## src/verilog/feo_defines.vh

```
// Offsets, field positions, reset values and widths of the fundamental energy status bank.
// Assumes byte addressing on the host register port, with multi-byte registers stored least significant byte first.
`ifndef FEO_DEFINES_VH
`define FEO_DEFINES_VH

// ----------------------------------------------------------------
// Host register port
// ----------------------------------------------------------------
`define FEO_ADDR_W 10
`define FEO_AUX_RMS_OFS 10'h11c
`define FEO_FLAGS_A_OFS 10'h147
`define FEO_FLAGS_B_OFS 10'h233
`define FEO_FLAGS_C_OFS 10'h31f
`define FEO_ENERGY_A_OFS 10'h1fc
`define FEO_ENERGY_B_OFS 10'h2e8
`define FEO_ENERGY_C_OFS 10'h3d4
`define FEO_UNMAPPED_DATA 8'h00

// ----------------------------------------------------------------
// Overflow flag fields
// ----------------------------------------------------------------
`define FEO_APPARENT_BIT 4
`define FEO_REACT_NEG_BIT 3
`define FEO_REACT_POS_BIT 2
`define FEO_REAL_NEG_BIT 1
`define FEO_REAL_POS_BIT 0
`define FEO_FLAGS_IMPL_MASK 8'h1f
`define FEO_FLAGS_RESET 8'h00

// ----------------------------------------------------------------
// Energy accumulator and results
// ----------------------------------------------------------------
`define FEO_ENERGY_W 28
`define FEO_WRAP_MODULUS 29'h10000000
`define FEO_ENERGY_RESET 28'h0000000
`define FEO_AUX_RMS_RESET 32'h00000000
`define FEO_AUX_SEL_NEUTRAL 4'h0

// ----------------------------------------------------------------
// Low range linearity correction
// ----------------------------------------------------------------
`define FEO_GAIN_FRAC_BITS 14
`define FEO_LOW_RANGE_PGA_GAIN 32

`endif

```

## src/verilog/feo_lin_corr.v

```verilog
// Low range linearity correction for one phase current channel.
// Assumes rms, gain and offset are stable in the cycle in_valid is high, all on ref_clk.
`include "feo_defines.vh"

module feo_lin_corr #(
  parameter RMS_W = 32,
  parameter COEF_W = 16
) (
  input wire ref_clk,
  input wire reset,
  input wire in_valid,
  input wire low_range,
  input wire [RMS_W-1:0] rms,
  input wire [COEF_W-1:0] gain,
  input wire [COEF_W-1:0] offset,
  output reg [RMS_W-1:0] corrected,
  output reg out_valid
);

  localparam SUM_W = RMS_W + 2;
  localparam PROD_W = SUM_W + COEF_W;

  wire signed [SUM_W-1:0] rms_ext = $signed({2'b00, rms});
  wire signed [SUM_W-1:0] ofs_ext = {{(SUM_W-COEF_W){offset[COEF_W-1]}}, offset};
  wire signed [SUM_W-1:0] sum = rms_ext + ofs_ext;
  // A negative corrected sum means no current; clamp rather than wrap to a huge value.
  wire [SUM_W-1:0] sum_pos = sum[SUM_W-1] ? {SUM_W{1'b0}} : sum;
  wire [PROD_W-1:0] prod = sum_pos * {{SUM_W{1'b0}}, gain};
  wire [PROD_W-1:0] scaled = prod >> `FEO_GAIN_FRAC_BITS;
  wire over = |scaled[PROD_W-1:RMS_W];
  reg [RMS_W-1:0] next_corrected;

  always @*
  begin
    next_corrected = rms;
    if (low_range)
    begin
      // Gain of 32 range only; unity range passes through. [RULE14]
      next_corrected = over ? {RMS_W{1'b1}} : scaled[RMS_W-1:0]; // [RULE1]
    end
  end

  always @(posedge ref_clk)
  begin
    if (reset)
    begin
      corrected <= {RMS_W{1'b0}};
      out_valid <= 1'b0;
    end
    else
    begin
      out_valid <= in_valid;
      if (in_valid)
        corrected <= next_corrected;
    end
  end

endmodule

```

## src/verilog/feo_status_regs.v

```verilog
// Fundamental energy status bank: aux RMS result, per phase overflow flags, real positive energy.
// Assumes all DSP side inputs are on ref_clk and the host port is already decoded to byte accesses.
//
// Operation
// [RULE1] Low range current equals low gain times (rms plus signed offset) over 2^14.
// [RULE2] Aux channel RMS lands in a 32-bit read-only four byte register.
// [RULE3] Aux source select picks neutral current or a chosen harmonic RMS.
// [RULE4] Each phase A, B, C has its own 8-bit overflow flag register.
// [RULE5] A flag sets when its fundamental accumulator overflows; not an error.
// [RULE6] Flags stay set; only the host clears them.
// [RULE7] Bit 4 flags apparent fundamental energy overflow.
// [RULE8] Bit 3 flags reactive negative fundamental energy overflow.
// [RULE9] Bit 2 flags reactive positive fundamental energy overflow.
// [RULE10] Bit 1 flags real negative fundamental energy overflow.
// [RULE11] Bit 0 flags real positive overflow; bits 7 to 5 reserved.
// [RULE12] All flag bits read zero after reset.
// [RULE13] Host adds the wrap modulus to a reading difference after a wrap.
// [RULE14] Low range correction applies only in the gain of 32 range.
// [RULE15] Writing zero clears a flag bit; writing one leaves it unchanged.
`include "feo_defines.vh"

module feo_status_regs #(
  parameter RMS_W = 32,
  parameter COEF_W = 16,
  parameter INC_W = 16
) (
  input wire ref_clk,
  input wire reset,
  // Host register port.
  input wire [`FEO_ADDR_W-1:0] host_addr,
  input wire host_wr,
  input wire [7:0] host_wdata,
  input wire host_rd,
  output reg [7:0] host_rdata,
  output reg host_rvalid,
  // Aux channel results from the DSP core.
  input wire [3:0] aux_source_select,
  input wire aux_rms_valid,
  input wire [31:0] neutral_rms,
  input wire [31:0] harmonic_rms,
  // Fundamental energy events from the DSP core.
  input wire energy_strobe,
  input wire [INC_W-1:0] real_pos_incr_a,
  input wire [INC_W-1:0] real_pos_incr_b,
  input wire [INC_W-1:0] real_pos_incr_c,
  input wire [3:0] wrap_event_a,
  input wire [3:0] wrap_event_b,
  input wire [3:0] wrap_event_c,
  // Phase current linearity correction.
  input wire rms_valid,
  input wire low_range_a,
  input wire low_range_b,
  input wire low_range_c,
  input wire [RMS_W-1:0] phase_current_rms_a,
  input wire [RMS_W-1:0] phase_current_rms_b,
  input wire [RMS_W-1:0] phase_current_rms_c,
  input wire [COEF_W-1:0] low_range_gain_coeff_a,
  input wire [COEF_W-1:0] low_range_gain_coeff_b,
  input wire [COEF_W-1:0] low_range_gain_coeff_c,
  input wire [COEF_W-1:0] low_range_offset_a,
  input wire [COEF_W-1:0] low_range_offset_b,
  input wire [COEF_W-1:0] low_range_offset_c,
  output wire [RMS_W-1:0] corrected_current_a,
  output wire [RMS_W-1:0] corrected_current_b,
  output wire [RMS_W-1:0] corrected_current_c,
  output wire corrected_valid_a,
  output wire corrected_valid_b,
  output wire corrected_valid_c
);

  // ----------------------------------------------------------------
  // Helper functions
  // ----------------------------------------------------------------
  function in_word;
    input [`FEO_ADDR_W-1:0] addr;
    input [`FEO_ADDR_W-1:0] base;
    begin
      in_word = (addr[`FEO_ADDR_W-1:2] == base[`FEO_ADDR_W-1:2]);
    end
  endfunction

  function [7:0] word_byte;
    input [31:0] word;
    input [1:0] idx;
    begin
      case (idx)
        2'h0: word_byte = word[7:0];
        2'h1: word_byte = word[15:8];
        2'h2: word_byte = word[23:16];
        default: word_byte = word[31:24];
      endcase
    end
  endfunction

  // Adds one increment and reports a pass through the wrap modulus.
  function [`FEO_ENERGY_W:0] accumulate;
    input [`FEO_ENERGY_W-1:0] energy;
    input [INC_W-1:0] incr;
    reg [`FEO_ENERGY_W:0] sum;
    begin
      sum = {1'b0, energy} + {{(`FEO_ENERGY_W+1-INC_W){1'b0}}, incr};
      if (sum >= `FEO_WRAP_MODULUS)
        accumulate = {1'b1, sum[`FEO_ENERGY_W-1:0]};
      else
        accumulate = sum;
    end
  endfunction

  // Set wins over a host clear in the same cycle; only implemented bits can hold a one.
  function [7:0] next_flags_of;
    input [7:0] flags;
    input [7:0] set;
    input clr_wr;
    input [7:0] wdata;
    reg [7:0] keep;
    begin
      keep = clr_wr ? (flags & wdata) : flags; // [RULE15]
      next_flags_of = (keep | set) & `FEO_FLAGS_IMPL_MASK; // [RULE6] [RULE11]
    end
  endfunction

  // ----------------------------------------------------------------
  // Aux channel RMS result
  // ----------------------------------------------------------------
  reg [31:0] aux_rms_result;

  always @(posedge ref_clk)
  begin
    if (reset)
      aux_rms_result <= `FEO_AUX_RMS_RESET;
    else if (aux_rms_valid)
    begin
      if (aux_source_select == `FEO_AUX_SEL_NEUTRAL)
        aux_rms_result <= neutral_rms; // [RULE3]
      else
        aux_rms_result <= harmonic_rms; // [RULE3]
    end
  end

  // ----------------------------------------------------------------
  // Real positive fundamental energy accumulators
  // ----------------------------------------------------------------
  reg [`FEO_ENERGY_W-1:0] energy_a;
  reg [`FEO_ENERGY_W-1:0] energy_b;
  reg [`FEO_ENERGY_W-1:0] energy_c;
  wire [`FEO_ENERGY_W:0] acc_a = accumulate(energy_a, real_pos_incr_a);
  wire [`FEO_ENERGY_W:0] acc_b = accumulate(energy_b, real_pos_incr_b);
  wire [`FEO_ENERGY_W:0] acc_c = accumulate(energy_c, real_pos_incr_c);

  always @(posedge ref_clk)
  begin
    if (reset)
    begin
      energy_a <= `FEO_ENERGY_RESET;
      energy_b <= `FEO_ENERGY_RESET;
      energy_c <= `FEO_ENERGY_RESET;
    end
    else if (energy_strobe)
    begin
      energy_a <= acc_a[`FEO_ENERGY_W-1:0];
      energy_b <= acc_b[`FEO_ENERGY_W-1:0];
      energy_c <= acc_c[`FEO_ENERGY_W-1:0];
    end
  end

  // The accumulator counts modulo the wrap modulus, so upper bits always read zero.
  wire [31:0] energy_word_a = {{(32-`FEO_ENERGY_W){1'b0}}, energy_a};
  wire [31:0] energy_word_b = {{(32-`FEO_ENERGY_W){1'b0}}, energy_b};
  wire [31:0] energy_word_c = {{(32-`FEO_ENERGY_W){1'b0}}, energy_c};

  // ----------------------------------------------------------------
  // Overflow flags
  // ----------------------------------------------------------------
  reg [7:0] flags_a;
  reg [7:0] flags_b;
  reg [7:0] flags_c;
  reg [7:0] set_a;
  reg [7:0] set_b;
  reg [7:0] set_c;

  always @*
  begin
    set_a = 8'h00;
    set_b = 8'h00;
    set_c = 8'h00;
    set_a[`FEO_APPARENT_BIT] = wrap_event_a[3]; // [RULE7]
    set_b[`FEO_APPARENT_BIT] = wrap_event_b[3]; // [RULE7]
    set_c[`FEO_APPARENT_BIT] = wrap_event_c[3]; // [RULE7]
    set_a[`FEO_REACT_NEG_BIT] = wrap_event_a[2]; // [RULE8]
    set_b[`FEO_REACT_NEG_BIT] = wrap_event_b[2]; // [RULE8]
    set_c[`FEO_REACT_NEG_BIT] = wrap_event_c[2]; // [RULE8]
    set_a[`FEO_REACT_POS_BIT] = wrap_event_a[1]; // [RULE9]
    set_b[`FEO_REACT_POS_BIT] = wrap_event_b[1]; // [RULE9]
    set_c[`FEO_REACT_POS_BIT] = wrap_event_c[1]; // [RULE9]
    set_a[`FEO_REAL_NEG_BIT] = wrap_event_a[0]; // [RULE10]
    set_b[`FEO_REAL_NEG_BIT] = wrap_event_b[0]; // [RULE10]
    set_c[`FEO_REAL_NEG_BIT] = wrap_event_c[0]; // [RULE10]
    set_a[`FEO_REAL_POS_BIT] = energy_strobe & acc_a[`FEO_ENERGY_W]; // [RULE5] [RULE11]
    set_b[`FEO_REAL_POS_BIT] = energy_strobe & acc_b[`FEO_ENERGY_W]; // [RULE5] [RULE11]
    set_c[`FEO_REAL_POS_BIT] = energy_strobe & acc_c[`FEO_ENERGY_W]; // [RULE5] [RULE11]
  end

  wire wr_flags_a = host_wr & (host_addr == `FEO_FLAGS_A_OFS); // [RULE4]
  wire wr_flags_b = host_wr & (host_addr == `FEO_FLAGS_B_OFS); // [RULE4]
  wire wr_flags_c = host_wr & (host_addr == `FEO_FLAGS_C_OFS); // [RULE4]

  always @(posedge ref_clk)
  begin
    if (reset)
    begin
      flags_a <= `FEO_FLAGS_RESET; // [RULE12]
      flags_b <= `FEO_FLAGS_RESET; // [RULE12]
      flags_c <= `FEO_FLAGS_RESET; // [RULE12]
    end
    else
    begin
      flags_a <= next_flags_of(flags_a, set_a, wr_flags_a, host_wdata); // [RULE5] [RULE6]
      flags_b <= next_flags_of(flags_b, set_b, wr_flags_b, host_wdata); // [RULE5] [RULE6]
      flags_c <= next_flags_of(flags_c, set_c, wr_flags_c, host_wdata); // [RULE5] [RULE6]
    end
  end

  // ----------------------------------------------------------------
  // Host read path
  // ----------------------------------------------------------------
  // Multi-byte reads are not snapshotted; the host should read energy bytes between strobes.
  reg [7:0] next_rdata;

  always @*
  begin
    next_rdata = `FEO_UNMAPPED_DATA;
    if (in_word(host_addr, `FEO_AUX_RMS_OFS))
      next_rdata = word_byte(aux_rms_result, host_addr[1:0]); // [RULE2]
    else if (in_word(host_addr, `FEO_ENERGY_A_OFS))
      next_rdata = word_byte(energy_word_a, host_addr[1:0]);
    else if (in_word(host_addr, `FEO_ENERGY_B_OFS))
      next_rdata = word_byte(energy_word_b, host_addr[1:0]);
    else if (in_word(host_addr, `FEO_ENERGY_C_OFS))
      next_rdata = word_byte(energy_word_c, host_addr[1:0]);
    else if (host_addr == `FEO_FLAGS_A_OFS)
      next_rdata = flags_a; // [RULE4]
    else if (host_addr == `FEO_FLAGS_B_OFS)
      next_rdata = flags_b; // [RULE4]
    else if (host_addr == `FEO_FLAGS_C_OFS)
      next_rdata = flags_c; // [RULE4]
  end

  always @(posedge ref_clk)
  begin
    if (reset)
    begin
      host_rdata <= 8'h00;
      host_rvalid <= 1'b0;
    end
    else
    begin
      host_rvalid <= host_rd;
      if (host_rd)
        host_rdata <= next_rdata;
    end
  end

  // ----------------------------------------------------------------
  // Phase current linearity correction
  // ----------------------------------------------------------------
  feo_lin_corr #(
    .RMS_W(RMS_W),
    .COEF_W(COEF_W)
  ) u_corr_a (
    .ref_clk(ref_clk),
    .reset(reset),
    .in_valid(rms_valid),
    .low_range(low_range_a),
    .rms(phase_current_rms_a),
    .gain(low_range_gain_coeff_a),
    .offset(low_range_offset_a),
    .corrected(corrected_current_a),
    .out_valid(corrected_valid_a)
  );

  feo_lin_corr #(
    .RMS_W(RMS_W),
    .COEF_W(COEF_W)
  ) u_corr_b (
    .ref_clk(ref_clk),
    .reset(reset),
    .in_valid(rms_valid),
    .low_range(low_range_b),
    .rms(phase_current_rms_b),
    .gain(low_range_gain_coeff_b),
    .offset(low_range_offset_b),
    .corrected(corrected_current_b),
    .out_valid(corrected_valid_b)
  );

  feo_lin_corr #(
    .RMS_W(RMS_W),
    .COEF_W(COEF_W)
  ) u_corr_c (
    .ref_clk(ref_clk),
    .reset(reset),
    .in_valid(rms_valid),
    .low_range(low_range_c),
    .rms(phase_current_rms_c),
    .gain(low_range_gain_coeff_c),
    .offset(low_range_offset_c),
    .corrected(corrected_current_c),
    .out_valid(corrected_valid_c)
  );

endmodule

```

## config.mk

```make
export PLATFORM = sky130hd
export DESIGN_NAME = feo_status_regs
export DESIGN_NICKNAME = d
export VERILOG_FILES = /design/src/verilog/feo_lin_corr.v /design/src/verilog/feo_status_regs.v
export VERILOG_INCLUDE_DIRS = /design/src /design/src/verilog
export SDC_FILE = /design/constraint.sdc
export NUM_CORES = 2
export LEC_CHECK = 0
export ABC_AREA = 1
export BUFFER_PORTS_ARGS = -buffer_cell sky130_fd_sc_hd__buf_2
export CORE_ASPECT_RATIO = 1.4
export CORE_MARGIN = 2
export CORE_UTILIZATION = 23
export DETAILED_ROUTE_END_ITERATION = 8
export GPL_TIMING_DRIVEN = 1
export REMOVE_ABC_BUFFERS = 1
export SLEW_MARGIN = 20
export SYNTH_ARGS = -nofsm -noshare
export SYNTH_HDL_FRONTEND = slang
export SYNTH_SLANG_ARGS = --single-unit
```

## constraint.sdc

```tcl
create_clock -name ref_clk -period 10 [get_ports ref_clk]
set_input_delay 2 -clock ref_clk [delete_from_list [all_inputs] [get_ports ref_clk]]
set_output_delay 2 -clock ref_clk [all_outputs]
set_load 0.005 [all_outputs]
```

==> metrics <==
per-cell routed wire length about 18 um; Post-route DRC 0; hold depth 2; CTS buffer count 30; Async SR Flop Fraction 0%; DRT iter0 DRCs 3,544; Required @ worst endpoint around 11 ns; Setup CP Type in2reg; fin util roughly 31%; Root Driver clkbuf_16; die span in y ~650 um; Detailed Place HPWL 234 mm; Syn Area/Cell between 7 and 8 um^2; Synth area leaders fa_1, inv_1, nand2_1, ha_1, nor2_1; Final setup violation count 0; crit start category input pin; Initial Util about 23%; cell taking the most area after synthesis fa_1; Area Growth Syn to Fin 35.3%; fin worst setup slack approximately 0.024 ns; CTS sink count about 240; r2r worst-path depth 15; Multi-input gate area around 58,000 um^2; Seq/Total Area, Yosys a little under 7%; first-pass GRT wire length approximately 400 mm; largest stage delay on the critical path slightly below 0.6 ns; DRT Wirelength approximately 270 mm; hold violation total from the final report 0; FF+latch count, synth about 240; Ports about 460; via count a little under 70k; hold-fix buffer count after cts 0; Slew headroom between 15 and 20%; ys flop type dfxtp_1; Synth top area share between 30% and 40%; Crit path top cell by count nand2_2; crit path max fanout 7; DR vias/cell 4.45; setup slack, reg-to-reg 6.29 ns; Yosys warnings 0; FF-to-FF Start energy_b[0]; Post-Route Skew ~0.055 ns; Hold EP u_corr_c.corrected[9]; Hold Crit Start u_corr_c.corrected[9]; slew of the pin with the lowest slew margin between 1 and 1.5 ns; Post-synth EDFFs 0; Buffers on Ports between 400 and 500; depth of the CTS H-tree 1; nets@finish between 10k and 15k; vias in the first global route about 70k; Crit Reg-Reg Endpoint flags_b[0]; DIE WIDTH 465 um; Placement Setup Slack -1.45 ns; first-pass iteration count of the detailed router 6; grt ovf 0; Critical Path AT ~10 ns; Hold Path Class reg2reg; Max Fclk approximately 100 MHz; Setup crit end kind flop; clock buffer depth 3; Sequential Area about 4700 um^2; worst hold margin 0.461 ns; largest net degree at the start of global routing between 100 and 150; fin crit period roughly 10 ns; fill count 31.6k; library cells used by synthesis 58; DRT antenna net count 0; Core ar. 295,000 um^2; Worst-path clk slew around 0.06 ns; most common cell after layout, fill and taps aside inv_1; initial antenna violation count 29; CTS tree built; Slowest cell on crit path fa_2; synthesized area ~68,000 um^2; fin crit share 99.8%; status finished clean; commonest non-fill, non-tap cells in the layout inv_1, nand2_1, buf_4; row count 236; RD Place Congestion slightly below 1; Gate Count Post-Synth 9,342; RSZ-0062 raised after global routing yes; DIE AREA approximately 300,000 um^2; Total GRT Usage between 15 and 20%; Maximum Capacitance Violations 0; share of cells above drive strength 1 a little over a quarter; pins over their slew limit 0; Clock Latency Late Sink ~0.73 ns
-- sequential cells by signal (all words and copies together), names as in the netlist, 8 cells and up --
register            flops
aux_rms_result         32
energy_a               28
energy_b               28
energy_c               28
host_rdata              8
u_corr_a.corrected     32
u_corr_b.corrected     32
u_corr_c.corrected     32
-- kinds of logic after synthesis --
logic type,count (synthesis),share of synthesized area (%)
buffers and inverters,2405,13.3
flip-flops,237,6.94
adder cells (fa/ha/maj),1815,47.5
AND/OR/NAND/NOR,3608,20.7
AO/OA/AOI/OAI,1065,8.74
XOR/XNOR,212,2.72
-- synthesized netlist by cell type, types with 44 or more instances --
library cell	instances
nand2_1	2003
a21oi_1	549
nand3_1	165
dfxtp_1	237
nor3_1	46
nor2_1	1294
ha_1	513
xor2_1	107
xnor2_1	105
inv_1	2060
o21ai_0	245
fa_1	1302
clkbuf_1	263
o21a_1	44
-- metal layers --
metal | GRT usage, % | share of wire (%) | vias up
met1 | 18.6 | 35 | 32900
met4 | 11.2 | 7.6 | 10
met2 | 32.5 | 51 | 2133
li1 | - | - | 31600
met5 | 0 | 0.020 | -
met3 | 2.63 | 5.9 | 736
-- how the worst max path moves through the flow --
stage	from	end
3_3_place_gp	phase_current_rms_b[0]	u_corr_b.corrected[0]
2_1_floorplan	phase_current_rms_c[0]	u_corr_c.corrected[0]
6_report	phase_current_rms_c[0]	u_corr_c.corrected[9]
3_5_place_dp	phase_current_rms_b[0]	u_corr_b.corrected[0]
4_1_cts	phase_current_rms_b[0]	u_corr_b.corrected[14]
5_1_grt	low_range_offset_c[15]	u_corr_c.corrected[9]
-- through the flow --
| stage | TNS [ns] | std cells | cell area (um^2) |
|---|---|---|---|
| floorplan | -38.61 | 9038 | 67100 |
| global placement | -118.51 | 14900 | 86000 |
| detailed placement | -120.94 | 14900 | 86000 |
| CTS | -1.29 | 15000 | 88900 |
| global route | -16.61 | 15200 | 92400 |
| finish | 0 | 15200 | 92500 |
-- layout make-up --
type	instances	area share, %
well taps	3927	5.31
clock inverters	17	0.253
multi-input cells	6700	62.7
inverters	2101	8.59
flip-flops and latches	237	5.13
diodes	14	0.0379
repair buffers	2126	17.1
clock buffers	38	0.877
-- worst max-delay path, delay by kind of cell --
kind            cells  cell delay (ns)
compound gates     10             1.50
xor+xnor            1             0.17
fa+ha+maj           9             3.61
buf+inv            12             1.41
simple gates       19             1.79
-- timing repair --
action,in CTS,in global routing
resized for setup,307,734
gates cloned,7,5
endpoints found under the setup margin,96,96
buffers inserted,70,100
pin swaps,141,344
Power is not shown: default switching activity piles up to over one toggle a cycle in this logic, so the estimate is an artifact.
